### config.mk
export PLATFORM = sky130hd
export DESIGN_NAME = cogp_clock_gate
export DESIGN_NICKNAME = d
export VERILOG_FILES = /design/src/common/cogp_pkg.sv /design/src/cogp_clock_gate.sv
export SDC_FILE = /design/constraint.sdc
export NUM_CORES = 1
export LEC_CHECK = 0
export ABC_CLOCK_PERIOD_IN_PS = 4850
export BUFFER_PORTS_ARGS = -buffer_cell sky130_fd_sc_hd__buf_2
export CELL_PAD_IN_SITES_DETAIL_PLACEMENT = 0
export CELL_PAD_IN_SITES_GLOBAL_PLACEMENT = 2
export CORE_ASPECT_RATIO = 1.75
export CORE_MARGIN = 2
export CORE_UTILIZATION = 43
export CTS_CLUSTER_SIZE = 8
export DETAILED_ROUTE_END_ITERATION = 10
export PLACE_DENSITY_LB_ADDON = 0.15
export SETUP_SLACK_MARGIN = 0.2
export SYNTH_ARGS = -nofsm -noshare
export SYNTH_HDL_FRONTEND = slang
export SYNTH_SLANG_ARGS = --single-unit
### constraint.sdc
create_clock -name clk_sys_i -period 4.85 [get_ports clk_sys_i]
set_input_delay 0.485 -clock clk_sys_i [delete_from_list [all_inputs] [get_ports clk_sys_i]]
set_output_delay 0.485 -clock clk_sys_i [all_outputs]
set_load 0.03 [all_outputs]
### src/common/cogp_pkg.sv
package cogp_pkg;

	// ****************************************************************
	// Register map
	// ****************************************************************
	localparam int unsigned NUM_BYTES     = 7;     // Function byte, five enable bytes and one reserved byte
	localparam logic [2:0]  REG_FUNC      = 3'h0;  // function_select
	localparam logic [2:0]  REG_PROC      = 3'h1;  // processor_clock_enables
	localparam logic [2:0]  REG_BUS       = 3'h2;  // bus_clock_enables
	localparam logic [2:0]  REG_MEML      = 3'h3;  // memory_clock_enables_low
	localparam logic [2:0]  REG_MEMH      = 3'h4;  // memory_clock_enables_high
	localparam logic [2:0]  REG_PERI      = 3'h5;  // peripheral_clock_enables
	localparam logic [2:0]  REG_RSVD      = 3'h6;  // future_reserved, read-only ones
	localparam logic [2:0]  PTR_END       = 3'h7;  // Pointer parks here past the last byte
	localparam logic [7:0]  FUNC_RST      = 8'h00; // Function byte powers up cleared
	localparam logic [7:0]  EN_RST        = 8'hff; // Enable bytes power up all ones
	localparam logic [7:0]  RD_NONE       = 8'h00; // Read data past the last byte

	// ****************************************************************
	// Field layout
	// ****************************************************************
	localparam int unsigned MODE_LSB      = 0;     // Operating mode, two bits
	localparam int unsigned SSC_AMT_BIT   = 4;     // 0 = 1.8 %, 1 = 0.6 %
	localparam int unsigned SSC_TYPE_BIT  = 5;     // 0 = centered, 1 = down spread
	localparam int unsigned N_PROC        = 4;
	localparam int unsigned N_BUS         = 6;
	localparam int unsigned N_MEML        = 8;
	localparam int unsigned N_MEMH        = 4;
	localparam int unsigned N_INTC        = 2;
	localparam int unsigned BUS_FREE_BIT  = 6;
	localparam int unsigned INTC_LSB      = 4;
	localparam int unsigned REF_BIT       = 0;

	localparam logic [1:0]  MODE_NORMAL   = 2'h0;
	localparam logic [1:0]  MODE_TEST     = 2'h1;
	localparam logic [1:0]  MODE_SSC      = 2'h2;
	localparam logic [1:0]  MODE_TRI      = 2'h3;

	// ****************************************************************
	// Serial port and pins
	// ****************************************************************
	localparam logic [6:0]  DEV_ADDR      = 7'h69; // Write D2h, read D3h
	localparam logic [3:0]  BYTE_BITS     = 4'h8;
	localparam logic [1:0]  SKIP_BYTES    = 2'h2;  // Command and count bytes are dropped
	localparam int unsigned NUM_PINS      = 8;
	localparam int unsigned PIN_HALT_PROC = 0;
	localparam int unsigned PIN_HALT_BUS  = 1;
	localparam int unsigned PIN_PD_N      = 2;
	localparam int unsigned PIN_OE        = 3;
	localparam int unsigned PIN_MODE      = 4;
	localparam int unsigned PIN_XTAL      = 5;
	localparam int unsigned PIN_SCL       = 6;
	localparam int unsigned PIN_SDA       = 7;
	localparam logic [7:0]  PIN_RST       = 8'hdf; // Idle level of every pin

	// ****************************************************************
	// Timing
	// ****************************************************************
	localparam int unsigned SYS_CLK_MHZ   = 100;
	localparam int unsigned PROC_DIV      = 2;     // System cycles per processor cycle
	localparam int unsigned PD_STOP_CYC   = 2;     // Processor cycles to stop on power-down
	localparam int unsigned PD_DRAIN_SYS  = PD_STOP_CYC * PROC_DIV;
	localparam int unsigned PD_WAKE_US    = 3000;  // Power-up latency, 3 ms
	localparam int unsigned PD_WAKE_DEF   = PD_WAKE_US * SYS_CLK_MHZ;

	typedef enum logic [1:0] {
		PD_RUN   = 2'b00,
		PD_DRAIN = 2'b01,
		PD_DOWN  = 2'b10,
		PD_WAKE  = 2'b11
	} cogp_pd_t;

	typedef enum logic [2:0] {
		SER_IDLE  = 3'b000,
		SER_ADDR  = 3'b001,
		SER_WBYTE = 3'b010,
		SER_ACK   = 3'b011,
		SER_RBYTE = 3'b100,
		SER_RACK  = 3'b101
	} cogp_ser_t;

	typedef struct packed {
		logic [N_PROC-1:0]        processor_clock_outputs;
		logic [N_BUS-1:0]         bus_clock_outputs;
		logic                     free_running_bus_clock;
		logic [N_MEML+N_MEMH-1:0] memory_clock_outputs;
		logic [N_INTC-1:0]        interrupt_ctrl_clock_outputs;
		logic                     reference_clock_out;
	} cogp_clk_t;

	typedef struct packed {
		logic spread_on;
		logic spread_down;
		logic spread_narrow;
	} cogp_ssc_t;

endpackage

### src/cogp_clock_gate.sv
`timescale 1ns/1ps
`default_nettype none
module cogp_clock_gate
	import cogp_pkg::*;
#(
	parameter int unsigned WAKE_CYC = PD_WAKE_DEF // Power-up latency in system cycles
) (
	input  wire logic  clk_sys_i,
	input  wire logic  sys_rst_i,
	input  wire logic  clk_en_i,
	input  wire logic  pm_mode_i,
	input  wire logic  out_enable_i,
	input  wire logic  halt_proc_n_i,
	input  wire logic  halt_bus_n_i,
	input  wire logic  power_down_n_i,
	input  wire logic  crystal_input_i,
	input  wire logic  ser_clk_i,
	input  wire logic  ser_data_i,
	output logic       ser_data_o,
	output logic       ser_data_oe_o,
	output cogp_clk_t  clocks_o,
	output logic       clocks_oe_o,
	output cogp_ssc_t  ssc_cfg_o,
	output logic       osc_run_o
);

	localparam int unsigned CW = $clog2(WAKE_CYC) + 1;

	// ****************************************************************
	// Pin synchronisers
	// ****************************************************************
	logic [NUM_PINS-1:0] pins_raw;  // All pins from outside the clock domain
	logic [NUM_PINS-1:0] sync1;     // First stage, read only by sync2
	logic [NUM_PINS-1:0] sync2;
	logic [NUM_PINS-1:0] sync3;
	logic [NUM_PINS-1:0] filt;      // Level once stages two and three agree
	logic [NUM_PINS-1:0] filt_q;    // One cycle older, for edge finding

	assign pins_raw = {ser_data_i, ser_clk_i, crystal_input_i, pm_mode_i,
		out_enable_i, power_down_n_i, halt_bus_n_i, halt_proc_n_i};

	// Three-stage chain on every pin
	always_ff @(posedge clk_sys_i) begin
		if (sys_rst_i) begin
			sync1 <= PIN_RST;
			sync2 <= PIN_RST;
			sync3 <= PIN_RST;
			filt_q <= PIN_RST;
		end else if (clk_en_i) begin
			sync1 <= pins_raw;
			sync2 <= sync1;
			sync3 <= sync2;
			filt_q <= filt;
		end
	end

	// Agreement filter: a change counts only when two stages match
	for (genvar g = 0; g < NUM_PINS; g++) begin : g_filt
		always_ff @(posedge clk_sys_i) begin
			if (sys_rst_i) begin
				filt[g] <= PIN_RST[g];
			end else if (clk_en_i && (sync2[g] == sync3[g])) begin
				filt[g] <= sync3[g];
			end
		end
	end

	// ****************************************************************
	// Power-management qualifiers
	// ****************************************************************
	logic pm_on;          // Management pins honoured
	logic halt_proc_act;  // Processor group to be stopped
	logic halt_bus_act;   // Gated bus group to be stopped
	logic pd_req;         // Power-down requested

	assign pm_on         = ~filt[PIN_MODE];
	assign halt_proc_act = pm_on & ~filt[PIN_HALT_PROC];
	assign halt_bus_act  = pm_on & ~filt[PIN_HALT_BUS];
	assign pd_req        = pm_on & ~filt[PIN_PD_N];

	// ****************************************************************
	// Power-down sequencer
	// ****************************************************************
	cogp_pd_t        pd_state;  // Sequencer state
	logic [CW-1:0]   pd_cnt;    // Drain and wake counter
	logic            pd_gate;   // All outputs gated off
	logic            osc_run;   // Oscillator and dividers running

	assign pd_gate = (pd_state != PD_RUN);
	assign osc_run = (pd_state != PD_DOWN);

	// Drain to low, stop, then wait out the restart latency
	always_ff @(posedge clk_sys_i) begin
		if (sys_rst_i) begin
			pd_state <= PD_RUN;
			pd_cnt <= '0;
		end else if (clk_en_i) begin
			case (pd_state)
				PD_RUN: begin
					pd_cnt <= '0;
					if (pd_req) begin
						pd_state <= PD_DRAIN;
					end
				end
				PD_DRAIN: begin
					pd_cnt <= pd_cnt + CW'(1);
					if (pd_cnt == CW'(PD_DRAIN_SYS - 1)) begin
						pd_state <= PD_DOWN;
						pd_cnt <= '0;
					end
				end
				PD_DOWN: begin
					// Halt pins are ignored from here until wake-up
					if (!pd_req) begin
						pd_state <= PD_WAKE;
					end
				end
				default: begin
					// Dividers run but outputs stay low until settled
					pd_cnt <= pd_cnt + CW'(1);
					if (pd_cnt == CW'(WAKE_CYC - 1)) begin
						pd_state <= PD_RUN;
					end
				end
			endcase
		end
	end

	// ****************************************************************
	// Serial configuration port
	// ****************************************************************
	logic [7:0]  regs [NUM_BYTES];  // Configuration bytes
	cogp_ser_t   ser_state;         // Byte engine state
	logic [3:0]  bitc;              // Bits seen in the current byte
	logic [7:0]  sh;                // Shift register, both directions
	logic [2:0]  ptr;               // Next register byte
	logic [1:0]  byte_idx;          // Counts the two dropped bytes
	logic        rw;                // Read transfer
	logic        ack_ok;            // Controller acked the read byte
	logic        scl_rise;
	logic        scl_fall;
	logic        bus_start;
	logic        bus_stop;
	logic [7:0]  rd_now;            // Byte to send next

	// Readback decode, shared by address ack and read ack
	function automatic logic [7:0] rd_byte(input logic [2:0] idx);
		rd_byte = (idx < PTR_END) ? regs[idx] : RD_NONE;
	endfunction

	assign scl_rise  = filt[PIN_SCL] & ~filt_q[PIN_SCL];
	assign scl_fall  = ~filt[PIN_SCL] & filt_q[PIN_SCL];
	assign bus_start = filt[PIN_SCL] & filt_q[PIN_SCL] & ~filt[PIN_SDA] & filt_q[PIN_SDA];
	assign bus_stop  = filt[PIN_SCL] & filt_q[PIN_SCL] & filt[PIN_SDA] & ~filt_q[PIN_SDA];
	assign rd_now    = rd_byte(ptr);

	// Slave receiver with readback; the data pin is only ever pulled low
	always_ff @(posedge clk_sys_i) begin
		if (sys_rst_i) begin
			ser_state <= SER_IDLE;
			bitc <= '0;
			sh <= '0;
			ptr <= '0;
			byte_idx <= '0;
			rw <= 1'b0;
			ack_ok <= 1'b0;
			ser_data_o <= 1'b0;
			ser_data_oe_o <= 1'b0;
			for (int i = 0; i < NUM_BYTES; i++) begin
				regs[i] <= (i == int'(REG_FUNC)) ? FUNC_RST : EN_RST;
			end
		end else if (clk_en_i) begin
			if (pd_state == PD_DOWN || bus_stop) begin
				// Pins float in power-down; contents are retained
				ser_state <= SER_IDLE;
				ser_data_oe_o <= 1'b0;
			end else if (bus_start) begin
				ser_state <= SER_ADDR;
				bitc <= '0;
				ptr <= REG_FUNC;
				byte_idx <= '0;
				ser_data_oe_o <= 1'b0;
			end else if (scl_rise) begin
				bitc <= bitc + 4'h1;
				if (ser_state == SER_RACK) begin
					ack_ok <= ~filt[PIN_SDA];
				end else if (ser_state != SER_RBYTE) begin
					sh <= {sh[6:0], filt[PIN_SDA]};
				end
			end else if (scl_fall) begin
				case (ser_state)
					SER_ADDR: begin
						if (bitc == BYTE_BITS) begin
							bitc <= '0;
							if (sh[7:1] == DEV_ADDR) begin
								ser_state <= SER_ACK;
								rw <= sh[0];
								ser_data_oe_o <= 1'b1;
							end else begin
								ser_state <= SER_IDLE;
							end
						end
					end
					SER_WBYTE: begin
						if (bitc == BYTE_BITS) begin
							bitc <= '0;
							ser_state <= SER_ACK;
							ser_data_oe_o <= 1'b1;
							if (byte_idx != SKIP_BYTES) begin
								byte_idx <= byte_idx + 2'h1;
							end else if (ptr != PTR_END) begin
								ptr <= ptr + 3'h1;
								if (ptr != REG_RSVD) begin
									regs[ptr] <= sh;
								end
							end
						end
					end
					SER_ACK: begin
						bitc <= '0;
						if (rw) begin
							ser_state <= SER_RBYTE;
							sh <= rd_now;
							ser_data_oe_o <= ~rd_now[7];
							if (ptr != PTR_END) begin
								ptr <= ptr + 3'h1;
							end
						end else begin
							ser_state <= SER_WBYTE;
							ser_data_oe_o <= 1'b0;
						end
					end
					SER_RBYTE: begin
						if (bitc == BYTE_BITS) begin
							bitc <= '0;
							ser_state <= SER_RACK;
							ser_data_oe_o <= 1'b0;
						end else begin
							sh <= {sh[6:0], 1'b0};
							ser_data_oe_o <= ~sh[6];
						end
					end
					SER_RACK: begin
						bitc <= '0;
						// The next byte must be out at this very fall, not one bit later
						if (ack_ok) begin
							ser_state <= SER_RBYTE;
							sh <= rd_now;
							ser_data_oe_o <= ~rd_now[7];
							if (ptr != PTR_END) begin
								ptr <= ptr + 3'h1;
							end
						end else begin
							// A missing ack ends the read; the stop follows
							ser_state <= SER_IDLE;
							ser_data_oe_o <= 1'b0;
						end
					end
					default: begin
						ser_state <= SER_IDLE;
					end
				endcase
			end
		end
	end

	// ****************************************************************
	// Clock generation and gating
	// ****************************************************************
	logic [7:0]  func_act;   // Function byte in force
	logic        test_mode;
	logic [1:0]  ph;         // Internal processor and bus dividers
	logic [1:0]  tdiv;       // Dividers of the test clock
	logic [1:0]  next_ph;
	logic [1:0]  next_tdiv;
	logic        cb_p;       // Processor and memory base, as now output
	logic        cb_b;       // Bus base, as now output
	logic        cb_r;       // Reference base, as now output
	logic        nb_p;
	logic        nb_b;
	logic        nb_r;
	cogp_clk_t   en_reg;     // Enables as programmed
	cogp_clk_t   live;       // Enables after halts and power-down
	cogp_clk_t   eff;        // Enables latched at low boundaries
	cogp_clk_t   next_eff;
	cogp_clk_t   next_clk;

	assign test_mode = (func_act[MODE_LSB +: 2] == MODE_TEST);
	assign next_ph   = osc_run ? ph + 2'h1 : ph;
	assign next_tdiv = (filt[PIN_XTAL] & ~filt_q[PIN_XTAL]) ? tdiv + 2'h1 : tdiv;
	assign cb_p = test_mode ? tdiv[0] : ph[0];
	assign cb_b = test_mode ? tdiv[1] : ph[1];
	assign cb_r = filt_q[PIN_XTAL];
	assign nb_p = test_mode ? next_tdiv[0] : next_ph[0];
	assign nb_b = test_mode ? next_tdiv[1] : next_ph[1];
	assign nb_r = filt[PIN_XTAL];

	// Byte to output mapping; byte 6 and reserved bits steer nothing
	assign en_reg.processor_clock_outputs = regs[REG_PROC][0 +: N_PROC];
	assign en_reg.bus_clock_outputs = regs[REG_BUS][0 +: N_BUS];
	assign en_reg.free_running_bus_clock = regs[REG_BUS][BUS_FREE_BIT];
	assign en_reg.memory_clock_outputs =
		{regs[REG_MEMH][0 +: N_MEMH], regs[REG_MEML]};
	assign en_reg.interrupt_ctrl_clock_outputs = regs[REG_PERI][INTC_LSB +: N_INTC];
	assign en_reg.reference_clock_out = regs[REG_PERI][REF_BIT];

	assign live.processor_clock_outputs = (halt_proc_act | pd_gate) ? '0 :
		en_reg.processor_clock_outputs;
	assign live.bus_clock_outputs = (halt_bus_act | pd_gate) ? '0 :
		en_reg.bus_clock_outputs;
	assign live.free_running_bus_clock = en_reg.free_running_bus_clock & ~pd_gate;
	assign live.memory_clock_outputs = pd_gate ? '0 : en_reg.memory_clock_outputs;
	assign live.interrupt_ctrl_clock_outputs = pd_gate ? '0 :
		en_reg.interrupt_ctrl_clock_outputs;
	assign live.reference_clock_out = en_reg.reference_clock_out & ~pd_gate;

	// An enable moves only while its clock is low, so pulses stay whole
	assign next_eff.processor_clock_outputs = cb_p ? eff.processor_clock_outputs :
		live.processor_clock_outputs;
	assign next_eff.memory_clock_outputs = cb_p ? eff.memory_clock_outputs :
		live.memory_clock_outputs;
	assign next_eff.bus_clock_outputs = cb_b ? eff.bus_clock_outputs :
		live.bus_clock_outputs;
	assign next_eff.free_running_bus_clock = cb_b ? eff.free_running_bus_clock :
		live.free_running_bus_clock;
	assign next_eff.interrupt_ctrl_clock_outputs = cb_r ? eff.interrupt_ctrl_clock_outputs :
		live.interrupt_ctrl_clock_outputs;
	assign next_eff.reference_clock_out = cb_r ? eff.reference_clock_out :
		live.reference_clock_out;

	assign next_clk.processor_clock_outputs = {N_PROC{nb_p}} & next_eff.processor_clock_outputs;
	assign next_clk.memory_clock_outputs = {N_MEML+N_MEMH{nb_p}} & next_eff.memory_clock_outputs;
	assign next_clk.bus_clock_outputs = {N_BUS{nb_b}} & next_eff.bus_clock_outputs;
	assign next_clk.free_running_bus_clock = nb_b & next_eff.free_running_bus_clock;
	assign next_clk.interrupt_ctrl_clock_outputs = {N_INTC{nb_r}} &
		next_eff.interrupt_ctrl_clock_outputs;
	assign next_clk.reference_clock_out = nb_r & next_eff.reference_clock_out;

	// Dividers, latched enables and output flops
	always_ff @(posedge clk_sys_i) begin
		if (sys_rst_i) begin
			ph <= '0;
			tdiv <= '0;
			eff <= '0;
			func_act <= FUNC_RST;
			clocks_o <= '0;
			clocks_oe_o <= 1'b0;
			ssc_cfg_o <= '0;
			osc_run_o <= 1'b1;
		end else if (clk_en_i) begin
			ph <= next_ph;
			tdiv <= next_tdiv;
			eff <= next_eff;
			clocks_o <= next_clk;
			osc_run_o <= osc_run;
			// Mode switches only while the divided clocks are low
			if (!cb_p && !cb_b) begin
				func_act <= regs[REG_FUNC];
			end
			clocks_oe_o <= filt[PIN_OE] && (func_act[MODE_LSB +: 2] != MODE_TRI);
			ssc_cfg_o.spread_on <= (func_act[MODE_LSB +: 2] == MODE_SSC);
			ssc_cfg_o.spread_down <= func_act[SSC_TYPE_BIT];
			ssc_cfg_o.spread_narrow <= func_act[SSC_AMT_BIT];
		end
	end

	// ****************************************************************
	// Assertions
	// ****************************************************************
	func_reset_a: assert property (@(posedge clk_sys_i)
		$fell(sys_rst_i) |-> (regs[REG_FUNC] == FUNC_RST) && (regs[REG_RSVD] == EN_RST))
		else $error("function byte not cleared at reset");

	tri_mode_a: assert property (@(posedge clk_sys_i) disable iff (sys_rst_i || !clk_en_i)
		(func_act[MODE_LSB +: 2] == MODE_TRI) |=> !clocks_oe_o)
		else $error("outputs driven in tri-state mode");

	oe_pin_a: assert property (@(posedge clk_sys_i) disable iff (sys_rst_i || !clk_en_i)
		!filt[PIN_OE] |=> !clocks_oe_o)
		else $error("outputs driven with enable pin low");

	spread_cfg_a: assert property (@(posedge clk_sys_i) disable iff (sys_rst_i || !clk_en_i)
		clk_en_i ##1 clk_en_i |-> ssc_cfg_o.spread_down == $past(func_act[SSC_TYPE_BIT])
			&& ssc_cfg_o.spread_narrow == $past(func_act[SSC_AMT_BIT]))
		else $error("spread settings do not follow function byte");

	proc_halt_a: assert property (@(posedge clk_sys_i) disable iff (sys_rst_i || !clk_en_i)
		$rose(halt_proc_act) |-> ##[1:3] (clocks_o.processor_clock_outputs == '0))
		else $error("processor clocks not halted in time");

	bus_halt_a: assert property (@(posedge clk_sys_i) disable iff (sys_rst_i || !clk_en_i)
		(halt_bus_act && !pd_gate && eff.free_running_bus_clock && !test_mode)
		|-> ##[1:4] clocks_o.free_running_bus_clock)
		else $error("free bus clock stopped by bus halt");

	gate_low_a: assert property (@(posedge clk_sys_i) disable iff (sys_rst_i || !clk_en_i)
		(!cb_p && !live.processor_clock_outputs[0]) |=> !clocks_o.processor_clock_outputs[0])
		else $error("disabled processor clock not held low");

	pd_stop_a: assert property (@(posedge clk_sys_i) disable iff (sys_rst_i || !clk_en_i)
		(pd_state == PD_RUN && pd_req && !test_mode) |-> ##3 (clocks_o.processor_clock_outputs == '0
			&& clocks_o.bus_clock_outputs == '0 && clocks_o.memory_clock_outputs == '0) [*3])
		else $error("power-down did not stop clocks in time");

	pm_mode_a: assert property (@(posedge clk_sys_i) disable iff (sys_rst_i || !clk_en_i)
		(filt[PIN_MODE] && pd_state == PD_RUN) |=> (pd_state == PD_RUN))
		else $error("power-down taken with management disabled");

endmodule
`default_nettype wire

==> impl_metrics.toml <==
[global_routing]
overflow = 0
antenna_found_initial = 0
grt_max_degree = 49
grt_pass1_wl_mm = 41.8
grt_pass1_vias = 7406
grtUsageTotal_pct = 21.9

[sta]
finalCritPeriodShare_pct = 69.6
tns_ps = 0
fin_skew_ps = 15.1
rsz0062_at_grt = "false"
timing.slew.headroom_pct = 32.9
maxSlewViolCount = 0
hold_viol = 0
worst_pin_slew_ps = 1010
clock.fmax_mhz = 296
min_period_ps = 3380
setup_viol = 0
hold_slack_ps = 163

[logic_synthesis]
netlist_top_cells_area = "dfxtp_1, edfxtp_1, mux2i_1, nand2_1, a21oi_1"
synth_seq_cells = 212
synthTopCellsByCount = "dfxtp_1, nand2_1, a21oi_1"
synth.avg_cell_area_um2 = 9.50
synth.most_common_cell = "dfxtp_1"
synth.distinct_cells = 70
yosys.area.top_type = "dfxtp_1"
synth_top_area_share_pct = 31.5
synth-edff-count = 56
seq_area_frac_synth_pct = 48.4
netlist_instances = 1045
syn_area_um2 = 9930
yosysWarnings = 0
ys.flop_type = "dfxtp_1"
syn_nets = 1070
ys_async_sr_fraction_pct = 0

[floorplanning]
dieHeight_um = 205
num_io_pins = 44
dieArea_um2 = 24400
die_w_um = 119
initial_utilization_pct = 43.6
core_um2 = 22700
num_rows = 73

[pwr]
ir_drop_mv = 0.274
powerDensity_nw_per_um2 = 364
leakage_nw = 4.30

[routing]
viasPerCell = 5.50
drt-pass1-iter-count = 4
ant_nets = 0
drc = 0
wl_mm = 26.3
wl_per_cell_um = 19.2
drtIter0Drc = 462
vias = 7539

[cts]
cts.path.max_buffers = 3
cts_tree = "yes"
clk-insertion-delay-late_ps = 540
cts_num_sinks = 212
postCtsSetupBuffers = 0
cts_hold_buf = 0
cts-htree-levels = 1
numCtsBuffers = 30
clk_pin_slew_ps = 50
cts_root_buf = "clkbuf_16"
cts_resized = 0

[critical_path]
endpoint_kind = "flop"
cp-start-kind = "flop"
path_delay_family = "simple AND/OR/NAND/NOR gates"
worstPathRequired_ps = 5050
critPathMaxStageDelay_ps = 660
path_cells = "inv_1 > ha_1 > and2b_1 > o2111ai_2 > nor3_2 > or4b_1 > nand2_1"
critPathKind = "reg -> reg"
worstPathArrival_ps = 3580
critical-path-slowest-cell = "nor3_2"
cp_max_fo = 15
path_buf_inv = 1

[flow_run]
max-cap-violations = 0

[run_status]
status = "completed"

[layout]
syn2layout_area_growth_pct = 12.3
regArea_um2 = 4800
multi_input_area_um2 = 4700
postLayoutCoreUtil_pct = 49.0
fill_cells = 2179
fin_nets = 1083
antenna_cells_inserted = 0
drive_above_1_share_pct = 12.2

[place]
port-buffer-count = 42
dpl.hpwl_mm = 18.5
gp_congestion = 0.856

[min_path]
hp-class = "in -> reg"
[report_power, final]
part / internal, W / switching [W] / leakage, nW
clock: 0.00115 / 0.000729 / 0.401
combinational: 0.0000873 / 0.000172 / 2.05
sequential: 0.00188 / 0.0000417 / 1.84
total: 0.00311 / 0.000943 / 4.30
[logic make-up (layout without fill, tap and decap cells)]
logic type      Yosys count  in the layout  share of synthesized area, %
other cells               1              1                        0.0378
flops                   212            212                          48.4
mux                      69             69                          8.99
buf+inv                 103            129                          4.20
compound gates          213            213                          13.4
simple gates            411            411                          21.2
xor+xnor                 22             22                          1.94
fa+ha+maj                14             14                          1.76
[worst paths after layout]
path / cells past startpoint / to / slack [ps] / from
worst min-delay path: 3 / sync1[2] / 160 / power_down_n_i
worst max register to register: 7 / regs[1][3] / 1470 / pd_state[0]
worst max-delay path: 7 / regs[1][3] / 1470 / pd_state[0]
worst min register to register: 2 / clocks_o[25] / 450 / clocks_o[25]
[cells in the final DEF, fill, tap and decap left out, types with 7 or more instances in the layout]
cell / netlist / layout
or2_2: 16 / 16
and2_1: 9 / 9
mux4_2: 16 / 16
nand3_1: 48 / 48
nand2_1: 138 / 138
nor2b_1: 19 / 19
nor2_1: 61 / 61
nand2b_1: 33 / 33
or2_1: 7 / 7
clkbuf_16: 0 / 31
a22oi_1: 8 / 8
a211oi_1: 14 / 14
buf_2: 11 / 40
dfxtp_1: 156 / 156
xnor2_1: 7 / 7
inv_1: 27 / 27
xor2_1: 15 / 15
buf_4: 4 / 17
o211a_1: 7 / 7
and3_1: 20 / 20
edfxtp_1: 56 / 56
o211ai_1: 24 / 24
mux2i_1: 52 / 52
ha_1: 14 / 14
o21ai_0: 38 / 38
clkbuf_1: 51 / 13
nand4_1: 9 / 9
a21oi_1: 85 / 85
nand3b_1: 8 / 8
o31ai_1: 7 / 7
[stage by stage]
stage,total power [W],std cells,area (um^2),setup WS (ps)
3_5_place_dp,0.00222,1326,10300,1490
4_1_cts,0.00411,1371,11100,1460
6_report,0.00406,1371,11100,1470
2_1_floorplan,0.00213,1045,9930,2480
5_1_grt,0.00421,1371,11100,1190
3_3_place_gp,0.00222,1326,10300,1580
[flip-flops by register name, indices dropped and copies added, names as in the netlist, 3 cells and up, named ones only]
signal and flops:
bitc 4, clocks_o 26, eff 26, filt 7, filt_q 3, func_act 4
pd_cnt 20, ptr 3, regs 64, ser_state 3, sh 8, ssc_cfg_o 3
sync1 8, sync2 8, sync3 8
[worst register-to-register path: cells and delay by family (launching register included)]
family | cells | cell delay (ps)
fa+ha+maj | 1 | 200
buf+inv | 1 | 70
simple gates | 4 | 2170
flops | 1 | 350
compound gates | 1 | 230
[cell type report]
type / instances / share of cell area, %
Sequential cell: 212 / 43.1
Multi-Input combinational cell: 730 / 42.2
Clock buffer: 44 / 7.40
Tap cell: 300 / 3.37
Timing Repair Buffer: 57 / 2.94
Inverter: 27 / 0.909
Clock inverter: 1 / 0.0449
[metal layers]
metal	track usage (%)	vias up	share of wire, %
li1	-	3739	-
met1	24.3	3613	40
met2	42.5	145	54
met3	2.59	42	3.3
met4	7.78	0	3.0
met5	0	-	0
(Power assumes the default switching activity.)
